$ cat src/design/pdp_params.svh
// constants for the port dma post-operation block
`ifndef PDP_PARAMS_SVH
`define PDP_PARAMS_SVH
`define PDP_OFF_CONFIG 4'h0
`define PDP_OFF_RLA0 4'h1
`define PDP_OFF_RLA1 4'h2
`define PDP_OFF_RLA2 4'h3
`define PDP_OFF_RLA3 4'h4
`define PDP_OFF_CMD_ADDR 4'h5
`define PDP_OFF_CMD 4'h6
`define PDP_OFF_STATUS 4'h7
`define PDP_OFF_COUNTS 4'h8
`define PDP_CONFIG_RESET 32'h0000_0000
`define PDP_RLA_RESET 9'h000
`define PDP_CMD_ADDR_RESET 32'h0000_0000
`define PDP_SYNC_RESET 68'hf_0000_0000_0000_0000
`define PDP_CFG_PLUS_BIT 5
`define PDP_CFG_WAIT_LSB 8
`define PDP_CFG_RXLIM_LSB 12
`define PDP_RLA_STEP 9'h040
`define PDP_CMD_CNT_MSB 6
`define PDP_CMD_PORTB_BIT 7
`define PDP_CMD_WRITE_BIT 8
`define PDP_CMD_PLUS_BIT 9
`define PDP_CMD_POD_BIT 10
`define PDP_CMD_BURST_BIT 11
`define PDP_CMD_RSEL_LSB 12
`define PDP_CMD_W 14
`define PDP_FIFO_W 46
`define PDP_FIFO_DEPTH 32
`define PDP_FETCH_CYCLES 4'h2
`endif

$ cat src/design/pdp_pkg.sv
// types for the port dma post-operation block
package pdp_pkg;
  typedef enum logic [2:0] {
    st_idle, st_req, st_addr, st_fetch, st_wait, st_data, st_clean, st_post
  } pdp_state_t;
  typedef logic [7:0] pdp_haddr_t;
endpackage

$ cat src/design/pdp_dma.sv
// port dma engine with post-operation directives
//
// Our own choices: the address map and the strobed register port.
`timescale 1ns/1ps
`include "pdp_params.svh"
module pdp_dma (
  // clock and reset
  input wire logic clk,
  input wire logic rst,
  // register port
  input wire logic [3:0] reg_addr,
  input wire logic [31:0] reg_wdata,
  input wire logic reg_wr,
  input wire logic reg_rd,
  output logic [31:0] reg_rdata,
  output logic cmd_ready,
  // cell interface counters
  input wire logic rx_cell_done,
  input wire logic tx_cell_done,
  output logic cell_rx_enable_n,
  output logic tx_cell_ready,
  // cell buffer memory
  output pdp_pkg::pdp_haddr_t lbuf_addr,
  output logic [15:0] lbuf_wdata,
  output logic lbuf_we,
  input wire logic [15:0] lbuf_rdata,
  // crc feed
  output logic [15:0] crc_data,
  output logic [1:0] crc_byte_en,
  output logic crc_valid,
  // port a
  output logic port_a_req_n,
  output logic port_a_rd,
  output logic port_a_end_n,
  output logic port_a_irdy_n,
  output logic [1:0] port_a_half_enable,
  output logic [31:0] port_a_addr_data_o,
  output logic port_a_addr_data_oe_n,
  input wire logic [31:0] port_a_addr_data_i,
  input wire logic port_a_asel_n,
  input wire logic port_a_trdy_n,
  // port b
  output logic port_b_req_n,
  output logic port_b_rd,
  output logic port_b_end_n,
  output logic port_b_irdy_n,
  output logic port_b_ale,
  output logic port_b_strobe_n,
  output logic [31:0] port_b_addr_data_o,
  output logic port_b_addr_data_oe_n,
  input wire logic [31:0] port_b_addr_data_i,
  input wire logic port_b_asel_n,
  input wire logic port_b_trdy_n
);
  import pdp_pkg::*;

  pdp_state_t st;
  pdp_state_t next_st;
  logic [67:0] sync1;
  logic [67:0] sync2;
  logic [31:0] cfg;
  logic [8:0] rla [0:3];
  logic [31:0] cmd_addr;
  logic [3:0] rx_full;
  logic [3:0] tx_busy;
  logic [3:0] ph;
  logic c_portb;
  logic c_write;
  logic c_plus;
  logic c_pod;
  logic c_burst;
  logic [1:0] c_rsel;
  logic [31:0] ext;
  logic [8:0] loc;
  logic [7:0] left;
  logic hold_v;
  logic [7:0] hold_b;
  logic crc_defer;
  logic [15:0] wr_half;
  logic [31:0] pad;
  logic f_in_valid;
  logic f_in_ready;
  logic f_out_valid;
  logic f_out_ready;
  logic [`PDP_FIFO_W-1:0] f_out_data;
  logic [5:0] f_level;
  logic ld;
  logic asel_s;
  logic trdy_s;
  logic [31:0] din;
  logic [15:0] hin;
  logic [7:0] b0;
  logic [7:0] b1;
  logic [1:0] nb;
  logic last;
  logic beat;
  logic nonburst;
  logic end_odd;
  logic [3:0] wait_n;
  pdp_state_t after_addr;
  logic [31:0] next_ext;
  logic [8:0] next_loc;
  logic [7:0] next_left;
  logic next_portb;
  logic next_write;
  logic next_last;
  logic act;
  logic drive;
  logic rx_dec;
  logic tx_inc;

  // bytes moved by one data beat
  function automatic logic [1:0] pdp_nb(input logic [7:0] cnt, input logic odd, input logic wr);
    pdp_nb = (cnt == 8'h01 || (odd && !wr)) ? 2'h1 : 2'h2;
  endfunction

  // halfword lane picked by byte address bit 1
  function automatic logic [15:0] pdp_lane(input logic [31:0] w, input logic lo);
    pdp_lane = lo ? w[15:0] : w[31:16];
  endfunction

  pdp_fifo #(
    .W(`PDP_FIFO_W),
    .DEPTH(`PDP_FIFO_DEPTH)
  ) u_cmd_fifo (
    .clk(clk),
    .rst(rst),
    .in_valid(f_in_valid),
    .in_ready(f_in_ready),
    .in_data({cmd_addr, reg_wdata[`PDP_CMD_W-1:0]}),
    .out_valid(f_out_valid),
    .out_ready(f_out_ready),
    .out_data(f_out_data),
    .level(f_level)
  );

  // pin inputs pass two flops
  always_ff @(posedge clk)
  begin
    if (rst)
    begin
      sync1 <= `PDP_SYNC_RESET;
      sync2 <= `PDP_SYNC_RESET;
    end
    else
    begin
      sync1 <= {port_a_asel_n, port_a_trdy_n, port_b_asel_n, port_b_trdy_n, port_a_addr_data_i, port_b_addr_data_i};
      sync2 <= sync1;
    end
  end

  assign f_in_valid = reg_wr && reg_addr == `PDP_OFF_CMD;
  assign f_out_ready = (st == st_idle);
  assign ld = (st == st_idle) && f_out_valid;
  assign asel_s = c_portb ? sync2[65] : sync2[67];
  assign trdy_s = c_portb ? sync2[64] : sync2[66];
  assign din = c_portb ? sync2[31:0] : sync2[63:32];
  assign hin = pdp_lane(din, ext[1]);
  assign b0 = ext[0] ? hin[7:0] : hin[15:8];
  assign b1 = hin[7:0];
  assign nb = pdp_nb(left, ext[0], c_write);
  assign last = left <= {6'h00, nb};
  assign nonburst = c_portb && !c_burst;
  assign beat = (st == st_data) && (nonburst || !trdy_s);
  assign end_odd = loc[0] ^ nb[0];
  assign wait_n = cfg[`PDP_CFG_WAIT_LSB+3:`PDP_CFG_WAIT_LSB];
  assign after_addr = (nonburst && wait_n != 4'h0) ? st_wait : st_data;
  assign next_ext = ld ? f_out_data[`PDP_FIFO_W-1:`PDP_CMD_W] : (beat ? ext + {30'h0000_0000, nb} : ext);
  assign next_loc = ld ? rla[f_out_data[`PDP_CMD_RSEL_LSB+1:`PDP_CMD_RSEL_LSB]] :
    (beat ? loc + {7'h00, nb} : loc);
  assign next_left = ld ? {1'b0, f_out_data[`PDP_CMD_CNT_MSB:0]} : (beat ? left - {6'h00, nb} : left);
  assign next_portb = ld ? f_out_data[`PDP_CMD_PORTB_BIT] : c_portb;
  assign next_write = ld ? f_out_data[`PDP_CMD_WRITE_BIT] : c_write;
  assign next_last = next_left <= {6'h00, pdp_nb(next_left, next_ext[0], next_write)};
  assign act = next_st == st_req || next_st == st_addr || next_st == st_fetch || next_st == st_wait
    || next_st == st_data;
  assign drive = next_st == st_addr || (next_write && act && next_st != st_req);
  assign rx_dec = (st == st_post) && c_pod && c_write;
  assign tx_inc = (st == st_post) && c_pod && !c_write;

  // transfer sequencing
  always_comb
  begin
    next_st = st;
    case (st)
      st_idle:
        if (f_out_valid)
          next_st = (f_out_data[`PDP_CMD_CNT_MSB:0] == 7'h00) ? st_post : st_req;
      st_req:
        if (!asel_s)
          next_st = st_addr;
      st_addr:
        if (nonburst || asel_s)
          next_st = c_write ? st_fetch : after_addr;
      st_fetch:
        if (ph == `PDP_FETCH_CYCLES)
          next_st = after_addr;
      st_wait:
        if (ph + 4'h1 >= wait_n)
          next_st = st_data;
      st_data:
        if (beat)
          next_st = last ? st_clean : (nonburst ? st_addr : (c_write ? st_fetch : st_data));
      st_clean:
        next_st = st_post;
      st_post:
        next_st = st_idle;
      default:
        next_st = st_idle;
    endcase
  end

  always_ff @(posedge clk)
  begin
    if (rst)
      st <= st_idle;
    else
      st <= next_st;
  end

  always_ff @(posedge clk)
  begin
    if (rst || next_st != st)
      ph <= 4'h0;
    else
      ph <= ph + 4'h1;
  end

  // command fields and address counters
  always_ff @(posedge clk)
  begin
    if (rst)
    begin
      c_portb <= 1'b0;
      c_write <= 1'b0;
      c_plus <= 1'b0;
      c_pod <= 1'b0;
      c_burst <= 1'b0;
      c_rsel <= 2'h0;
      ext <= 32'h0000_0000;
      loc <= 9'h000;
      left <= 8'h00;
    end
    else
    begin
      ext <= next_ext;
      loc <= next_loc;
      left <= next_left;
      c_portb <= next_portb;
      c_write <= next_write;
      if (ld)
      begin
        c_plus <= f_out_data[`PDP_CMD_PLUS_BIT];
        c_pod <= f_out_data[`PDP_CMD_POD_BIT];
        c_burst <= f_out_data[`PDP_CMD_BURST_BIT];
        c_rsel <= f_out_data[`PDP_CMD_RSEL_LSB+1:`PDP_CMD_RSEL_LSB];
      end
    end
  end

  // byte realignment into the cell buffer and crc feed
  always_ff @(posedge clk)
  begin
    if (rst)
    begin
      hold_v <= 1'b0;
      hold_b <= 8'h00;
      crc_defer <= 1'b0;
      lbuf_we <= 1'b0;
      lbuf_wdata <= 16'h0000;
      crc_valid <= 1'b0;
      crc_data <= 16'h0000;
      crc_byte_en <= 2'h0;
    end
    else
    begin
      lbuf_we <= 1'b0;
      crc_valid <= 1'b0;
      if (ld && crc_defer)
      begin
        crc_valid <= 1'b1;
        crc_data <= {hold_b, 8'h00};
        crc_byte_en <= 2'b10;
        crc_defer <= 1'b0;
      end
      else if (beat && c_write)
      begin
        crc_valid <= 1'b1;
        crc_data <= wr_half;
        crc_byte_en <= 2'b11;
      end
      else if (beat)
      begin
        lbuf_we <= loc[0] || nb == 2'h2;
        lbuf_wdata <= loc[0] ? {hold_b, b0} : {b0, b1};
        if (!loc[0] && nb == 2'h1)
        begin
          hold_b <= b0;
          hold_v <= 1'b1;
        end
        else if (loc[0] && nb == 2'h2)
        begin
          hold_b <= b1;
          hold_v <= 1'b1;
        end
        else
          hold_v <= 1'b0;
        crc_data <= {b0, b1};
        if (last && end_odd)
        begin
          crc_valid <= nb == 2'h2;
          crc_byte_en <= (nb == 2'h2) ? 2'b10 : 2'b00;
          crc_defer <= 1'b1;
        end
        else
        begin
          crc_valid <= 1'b1;
          crc_byte_en <= (nb == 2'h2) ? 2'b11 : 2'b10;
        end
      end
    end
  end

  // cell buffer address and outgoing data
  always_ff @(posedge clk)
  begin
    if (rst)
    begin
      lbuf_addr <= 8'h00;
      wr_half <= 16'h0000;
      pad <= 32'h0000_0000;
    end
    else
    begin
      lbuf_addr <= loc[8:1];
      if (next_st == st_addr)
        pad <= next_ext;
      else if (st == st_fetch && ph == `PDP_FETCH_CYCLES)
      begin
        pad <= {lbuf_rdata, lbuf_rdata};
        wr_half <= lbuf_rdata;
      end
    end
  end

  assign port_a_addr_data_o = pad;
  assign port_b_addr_data_o = pad;

  // bus pins
  always_ff @(posedge clk)
  begin
    if (rst)
    begin
      port_a_req_n <= 1'b1;
      port_b_req_n <= 1'b1;
      port_a_rd <= 1'b1;
      port_b_rd <= 1'b1;
      port_a_end_n <= 1'b1;
      port_b_end_n <= 1'b1;
      port_a_irdy_n <= 1'b1;
      port_b_irdy_n <= 1'b1;
      port_a_half_enable <= 2'h0;
      port_a_addr_data_oe_n <= 1'b1;
      port_b_addr_data_oe_n <= 1'b1;
      port_b_ale <= 1'b0;
      port_b_strobe_n <= 1'b1;
    end
    else
    begin
      port_a_req_n <= !(act && !next_portb);
      port_b_req_n <= !(act && next_portb);
      port_a_rd <= !next_write;
      port_b_rd <= !next_write;
      port_a_end_n <= !(next_st == st_data && next_last && !next_portb);
      port_b_end_n <= !(next_st == st_data && next_last && next_portb);
      port_a_irdy_n <= !(next_st == st_data && !next_portb);
      port_b_irdy_n <= !(next_st == st_data && next_portb);
      port_a_half_enable <= (next_st == st_data && !next_portb) ? (next_ext[1] ? 2'b10 : 2'b01) : 2'b00;
      port_a_addr_data_oe_n <= !(drive && !next_portb);
      port_b_addr_data_oe_n <= !(drive && next_portb);
      port_b_ale <= next_st == st_addr && nonburst;
      port_b_strobe_n <= !(nonburst && (next_st == st_wait || next_st == st_data));
    end
  end

  // cell interface counters
  always_ff @(posedge clk)
  begin
    if (rst)
    begin
      rx_full <= 4'h0;
      tx_busy <= 4'h0;
    end
    else
    begin
      case ({rx_cell_done, rx_dec})
        2'b10: if (rx_full != 4'hf) rx_full <= rx_full + 4'h1;
        2'b01: if (rx_full != 4'h0) rx_full <= rx_full - 4'h1;
        default: rx_full <= rx_full;
      endcase
      case ({tx_inc, tx_cell_done})
        2'b10: if (tx_busy != 4'hf) tx_busy <= tx_busy + 4'h1;
        2'b01: if (tx_busy != 4'h0) tx_busy <= tx_busy - 4'h1;
        default: tx_busy <= tx_busy;
      endcase
    end
  end

  always_ff @(posedge clk)
  begin
    if (rst)
    begin
      cell_rx_enable_n <= 1'b1;
      tx_cell_ready <= 1'b0;
      cmd_ready <= 1'b0;
    end
    else
    begin
      cell_rx_enable_n <= rx_full >= cfg[`PDP_CFG_RXLIM_LSB+3:`PDP_CFG_RXLIM_LSB];
      tx_cell_ready <= tx_busy != 4'h0;
      cmd_ready <= f_in_ready;
    end
  end

  // software registers
  always_ff @(posedge clk)
  begin
    if (rst)
    begin
      cfg <= `PDP_CONFIG_RESET;
      cmd_addr <= `PDP_CMD_ADDR_RESET;
      for (int i = 0; i < 4; i++)
        rla[i] <= `PDP_RLA_RESET;
    end
    else
    begin
      if (reg_wr && reg_addr == `PDP_OFF_CONFIG)
        cfg <= reg_wdata;
      if (reg_wr && reg_addr == `PDP_OFF_CMD_ADDR)
        cmd_addr <= reg_wdata;
      for (int i = 0; i < 4; i++)
      begin
        if (reg_wr && reg_addr == `PDP_OFF_RLA0 + 4'(i))
          rla[i] <= reg_wdata[8:0];
        else if (st == st_post && c_plus && cfg[`PDP_CFG_PLUS_BIT] && c_rsel == 2'(i))
          rla[i] <= rla[i] + `PDP_RLA_STEP;
      end
    end
  end

  always_ff @(posedge clk)
  begin
    if (rst || !reg_rd)
      reg_rdata <= 32'h0000_0000;
    else
    begin
      case (reg_addr)
        `PDP_OFF_CONFIG: reg_rdata <= cfg;
        `PDP_OFF_RLA0: reg_rdata <= {23'h00_0000, rla[0]};
        `PDP_OFF_RLA1: reg_rdata <= {23'h00_0000, rla[1]};
        `PDP_OFF_RLA2: reg_rdata <= {23'h00_0000, rla[2]};
        `PDP_OFF_RLA3: reg_rdata <= {23'h00_0000, rla[3]};
        `PDP_OFF_CMD_ADDR: reg_rdata <= cmd_addr;
        `PDP_OFF_STATUS: reg_rdata <= {18'h0_0000, f_level, 5'h00, hold_v, f_in_ready, st != st_idle};
        `PDP_OFF_COUNTS: reg_rdata <= {24'h00_0000, tx_busy, rx_full};
        default: reg_rdata <= 32'h0000_0000;
      endcase
    end
  end
endmodule // pdp_dma

$ cat src/design/pdp_fifo.sv
// command fifo with registered read data
`timescale 1ns/1ps
module pdp_fifo #(
  parameter int W = 46,
  parameter int DEPTH = 32
) (
  // clock and reset
  input wire logic clk,
  input wire logic rst,
  // fill side
  input wire logic in_valid,
  output logic in_ready,
  input wire logic [W-1:0] in_data,
  // drain side
  output logic out_valid,
  input wire logic out_ready,
  output logic [W-1:0] out_data,
  output logic [$clog2(DEPTH):0] level
);
  localparam int AW = $clog2(DEPTH);
  logic [W-1:0] mem [0:DEPTH-1];
  logic [AW-1:0] wp;
  logic [AW-1:0] rp;
  logic push;
  logic pop;

  assign in_ready = (level != (AW+1)'(DEPTH));
  assign push = in_valid && in_ready;
  // refill output stage when empty or being taken
  assign pop = (level != '0) && (!out_valid || out_ready);

  always_ff @(posedge clk)
  begin
    if (push)
      mem[wp] <= in_data;
  end

  always_ff @(posedge clk)
  begin
    if (rst)
    begin
      wp <= '0;
      rp <= '0;
      level <= '0;
    end
    else
    begin
      if (push)
        wp <= wp + 1'b1;
      if (pop)
        rp <= rp + 1'b1;
      level <= level + (AW+1)'(push) - (AW+1)'(pop);
    end
  end

  always_ff @(posedge clk)
  begin
    if (rst)
    begin
      out_valid <= 1'b0;
      out_data <= '0;
    end
    else if (pop)
    begin
      out_valid <= 1'b1;
      out_data <= mem[rp];
    end
    else if (out_ready)
      out_valid <= 1'b0;
  end
endmodule // pdp_fifo

$ cat config.mk
export PLATFORM = sky130hd
export DESIGN_NAME = pdp_dma
export DESIGN_NICKNAME = d
export VERILOG_FILES = /design/src/design/pdp_pkg.sv /design/src/design/pdp_dma.sv /design/src/design/pdp_fifo.sv
export VERILOG_INCLUDE_DIRS = /design/src /design/src/design
export SDC_FILE = /design/constraint.sdc
export NUM_CORES = 2
export LEC_CHECK = 0
export ABC_AREA = 1
export BUFFER_PORTS_ARGS = -buffer_cell sky130_fd_sc_hd__buf_4
export CORE_MARGIN = 2
export CORE_UTILIZATION = 65
export CTS_CLUSTER_SIZE = 20
export DETAILED_ROUTE_END_ITERATION = 7
export PLACE_DENSITY = 0.83
export SLEW_MARGIN = 20
export SYNTH_ARGS = -nofsm -noshare
export SYNTH_HDL_FRONTEND = slang
export SYNTH_HIERARCHICAL = 1
export SYNTH_SLANG_ARGS = --single-unit
$ cat constraint.sdc
create_clock -name clk -period 14 [get_ports clk]
set_clock_uncertainty 0.1 [all_clocks]
set_input_delay 1.4 -clock clk [delete_from_list [all_inputs] [get_ports clk]]
set_output_delay 1.4 -clock clk [all_outputs]
set_load 0.01 [all_outputs]
* Yosys cells after proc, flatten, opt, wreduce, memory -nomap -nowiden
Memory sizes are Yosys's and may differ from the RTL's. A register that Yosys moved wholly into a read port is not among the register bits.
Cells that the tools add are included.
** Word-level totals
- Register bits :: 438
- Memory bits (writable) :: 1508
- Input port bits :: 126
- Memories kept :: 2
** Cells by class
- Add/subtract/negate cells :: 16
- Order comparisons :: 4
- Equality and inequality tests :: 41
- Muxes and demuxes :: 98
- Bitwise operators :: 14
- Reduce and logical (&&, ||, !) cells :: 100
** Memory list
- u_cmd_fifo.mem :: words 32, width 46, read ports 1, clocked after Yosys merged registers in 1, wr ports 1, RTL line pdp_fifo.sv:21 : logic [W-1:0] mem [0:DEPTH-1];
- rla :: words 4, width 9, read ports 5, clocked after Yosys merged registers in 0, wr ports 4, RTL line pdp_dma.sv:62 : logic [8:0] rla [0:3];
** Operators with widths (number)
- 32-bit case mux with 8 select lines :: 1
- 32-bit 2-to-1 mux :: 5
- 9-bit 2-to-1 mux :: 10
- 16-bit 2-to-1 mux :: 5
- 1-bit 2-to-1 mux :: 46
- 1-bit logical AND :: 43
- 8-bit 2-to-1 mux :: 5
- 9-bit by 7-bit adder with 9-bit output, second input constant :: 4
- 3-bit 2-to-1 mux :: 11
- 32-bit by 2-bit adder with 32-bit output :: 1
- 3-bit case mux with 8 select lines :: 1
- 3-bit equality test, second input constant :: 6
- 1-bit logical NOT :: 17
- 4-bit by 3-bit equality test with 1-bit output, second input constant :: 4
- 8-bit by 1-bit equality test with 1-bit output, second input constant :: 2
- 8-bit by 2-bit less-or-equal comparator with 1-bit output :: 2
- 2-bit 2-to-1 mux :: 8
- 4-bit 2-to-1 mux :: 4
- 4-bit case mux with 2 select lines :: 2
- 1-bit logical OR :: 14
- 2-bit nonzero test :: 7
- 4-bit by 1-bit adder with 4-bit output, second input constant :: 3
- 3-bit by 2-bit equality test with 1-bit output, second input constant :: 4
- 4-bit by 2-bit equality test with 1-bit output, second input constant :: 3
- 32 further kinds :: 65

* Logic depth before layout (Yosys ltp)
- Depth after elaboration :: 18
- Mapped depth :: 25
- Gate-level depth less buffers :: 25

* By module
The synthesis kept the hierarchy.
** By module, submodules not included
- pdp_fifo :: times used 1, cells an instance 5915, area each 63656.1 um2, sequential area each 45463.6 um2
- pdp_dma :: times used 1, cells an instance 2631, area each 19542.5 um2, sequential area each 9509.1 um2

* Worst setup path after synthesis
OpenSTA, ideal clock, no wires.
- Path type :: input port to flip-flop
- Start :: input port reg_addr[2]
- End :: memory u_cmd_fifo.mem[31][0], enable pin
- Arrival time :: 5.198 ns
- Slack :: 8.193 ns
- Stages on the path :: 8
- Path through :: inv_1 -> nor2_1 -> nand2_1 -> nor2_1 -> nand2_1 -> inv_1 -> nand2_1 -> nor3_1
** On the way
- Longest elaborated chain between the ends :: 5
** RTL lines
- start: declaration :: RTL line pdp_dma.sv:11 : input wire logic [3:0] reg_addr,
- 4-bit by 3-bit equality test with 1-bit output (no source line)
- 1-bit logical AND (no source line)
- named net f_in_valid :: RTL line pdp_dma.sv:81 : logic f_in_valid;
- 1-bit logical AND :: RTL line pdp_fifo.sv:28 : assign push = in_valid && in_ready;
- 1-bit 2-to-1 mux :: RTL line pdp_fifo.sv:34 : if (push)
- 1-bit 2-to-1 mux (implied by the code) :: RTL line pdp_fifo.sv:35 : mem[wp] <= in_data;
- end: declaration :: RTL line pdp_fifo.sv:21
The timed path passes the listed nets, and every way through them passes these cells.

==> results.json <==
{
  "synth.area.top_cells": "edfxtp_1 54%, dfxtp_1 12%, nand2_1 12%",
  "whs_ns": 0.2878,
  "rsz0062_at_grt": "false",
  "utilization_pct": 72.78,
  "internal_power_mw": 10.54,
  "maxCapViolations": 0,
  "synth_top_cell_by_area": "edfxtp_1",
  "dp_slack_ns": 9.131,
  "cts_setup_buffers": 0,
  "seqCellArea_um2": 55000,
  "synth-main-ff-cell": "edfxtp_1",
  "cts_resized": 0,
  "status": "finished, violations left",
  "synth.distinct_cells": 54,
  "initial_core_util_pct": 65.33,
  "die_w_um": 361.8,
  "design.core.area_um2": 127400,
  "ys_warn_count": 6,
  "worstSkewPairLatency_ns": 0.84,
  "finalNonFillerCells": 10473,
  "synth_area_um2": 83200,
  "ys_seq_area_share_pct": 66.07,
  "power_mw": 15.96,
  "dp_hpwl_um": 142200,
  "seqPwrFrac_pct": 42.5,
  "max_slew_margin_pct": 24.97,
  "power_frac_comb_pct": 24.9,
  "fin_tns_setup_ns": 0,
  "final_cell_mix": "2547 x nand2_1, 1508 x edfxtp_1, 1011 x nand3_1",
  "synth_nets": 8719,
  "pwr-share-clk_pct": 32.6,
  "cts_hold_buf": 0,
  "required_ns": 14.62,
  "synthToLayoutAreaGrowth_pct": 11.41,
  "synth_seq_cells": 1992,
  "p_switching_mw": 5.417,
  "setup_violations": 0,
  "avgSynthCellArea_um2": 9.735,
  "pin_count": 283,
  "multi_input_area_um2": 22650,
  "grt_use_met3_pct": 8.007,
  "row_count": 131,
  "hold_violations": 0,
  "synth_edf_count": 1508,
  "fill_cells": 8109,
  "grt_pass1_wl_um": 356000,
  "grt_max_degree": 164,
  "violations": "DRC",
  "antenna_found_initial": 9,
  "finalMaxSlewViolations": 0,
  "async_flop_share_pct": 0,
  "post_drt_wl_per_cell_um": 23.02,
  "dieArea_um2": 130900,
  "gp_congestion": 0.9555,
  "placed_area_um2": 86330,
  "nNetsFinal": 8816,
  "die_y_um": 361.8,
  "setup_ws_ns": 9.371,
  "fin_crit_sh_pct": 33.06,
  "totalWireLength_um": 241100,
  "final_common_cell": "nand2_1",
  "clock-root-buffer": "clkbuf_16",
  "switching_share_pct": 33.94,
  "leakagePower_nw": 38.00,
  "syn_inst": 8546,
  "period_needed_ns": 4.629,
  "cp_max_fo": 162,
  "viasPerCell": 6.025,
  "clkTransAtPathRegs_ns": 0.06,
  "overflow": 0,
  "pwr_density_cell_nw_per_um2": 172.2,
  "final_cell_area_um2": 92700,
  "numPortBuffers": 282,
  "initialDrtViolationCount": 9670,
  "cts_buffers": 190,
  "timing.fmax_mhz": 216.1,
  "crit_path_start_kind": "register",
  "vias": 63097,
  "crit_type": "reg2reg",
  "cts_tree": "yes",
  "drtAntennaViolNets": 0,
  "holdCritPathClass": "reg2reg",
  "synth_top_area_share_pct": 54.43,
  "grt_pass1_vias": 60084,
  "gr-usage-met2_pct": 57.62,
  "clkSinkCount": 1992,
  "grt_usage_pct": 36.12,
  "drive_above_1_share_pct": 8.607,
  "cp-end-kind": "register",
  "grt_util_met1_pct": 45.24,
  "worst_slew_pin_slew_ns": 1.126,
  "dp_cells": 10113,
  "top_usage_layer": "met2",
  "htreeDepth": 4,
  "cp.arrival_ns": 5.25,
  "drc": 6,
  "firstDrtPassIters": 8,
  "cts_max_path_buffers": 3,
  "ir_worst_vdd_v": 0.0001457
}
-- path summary, 6_finish.rpt --
| path | from | endpoint | slack, ns | depth (start not counted) |
|---|---|---|---|---|
| setup / recovery | u_cmd_fifo/rp[0] | u_cmd_fifo/out_data[41] | 9.37 | 12 |
| hold / removal | sync1[48] | sync2[48] | 0.29 | 2 |
| setup reg to reg | u_cmd_fifo/rp[0] | u_cmd_fifo/out_data[41] | 9.37 | 12 |
| hold reg to reg | sync1[48] | sync2[48] | 0.29 | 2 |
-- layout make-up --
type	count	area share (%)
Antenna cell	4	0.01080
Clock buffer	255	5.684
Clock inverter	101	1.169
Inverter	975	3.977
Multi-Input combinational cell	5103	24.43
Sequential cell	1992	59.33
Tap cell	1662	2.243
Timing Repair Buffer	381	3.148
-- power groups by stage --
stage / Sequential (mW) / Combinational, mW / Clock (mW)
after global routing: 6.80 / 4.28 / 5.42
after global placement: 6.89 / 3.69 / 0
final: 6.79 / 3.97 / 5.20
after detailed placement: 6.90 / 3.79 / 0
after CTS: 6.77 / 3.84 / 5.20
after floorplan: 6.76 / 2.68 / 0
-- state kept, by name (all words and copies together) (netlist names), 32 cells and up --
| name | flops |
|---|---|
| rla | 36 |
| cmd_addr | 32 |
| sync2 | 68 |
| sync1 | 68 |
| u_cmd_fifo/out_data | 46 |
| cfg | 32 |
| u_cmd_fifo/mem | 1472 |
| ext | 32 |
| port_a_addr_data_o | 32 |
| reg_rdata | 32 |
-- kinds of logic after synthesis --
kind of cell | share of synthesized area [%]
DFF | 66.07
and+or+nand+nor | 21.42
xor gates and xnor gates | 0.4000
buffers and inverters | 7.037
AOI/OAI and AO/OA | 4.313
adders and majority gates | 0.7610
-- cells in the mapped netlist (6+ instances only) --
cell type  instances
buf_1             47
ha_1              41
o22ai_1           19
a21oi_1          333
buf_4             44
nor3_1            23
a221oi_1          16
clkinv_1           6
o211ai_1          11
nand2_1         2551
o21ai_0          237
xnor2_1           16
o221ai_1          10
inv_2             11
a22oi_1            6
inv_1            957
fa_1               6
nor2_1           709
dfxtp_1          484
nand3_1         1011
buf_2            173
xor2_1            22
nand4_1           20
clkbuf_1         208
a31oi_1           15
or2_2             17
edfxtp_1        1508
-- critical path, stage by stage (launching register included) --
cell and delay [ns]:
dfxtp_4 0.40, inv_8 0.57, buf_12 0.52, buf_4 0.73
buf_4 0.73, nand2_1 0.17, nand2_1 0.14, nand2_1 0.07
nand3_1 0.12, nand3_1 0.10, nand2_1 0.11, nand3_1 0.08
a21oi_1 0.19
-- layer usage --
metal | vias up | wire, um
li1 | 28119 | -
met1 | 29513 | 83100
met2 | 4612 | 111900
met3 | 849 | 29780
met4 | 4 | 16260
met5 | - | 23
(Power assumes the default switching activity.)
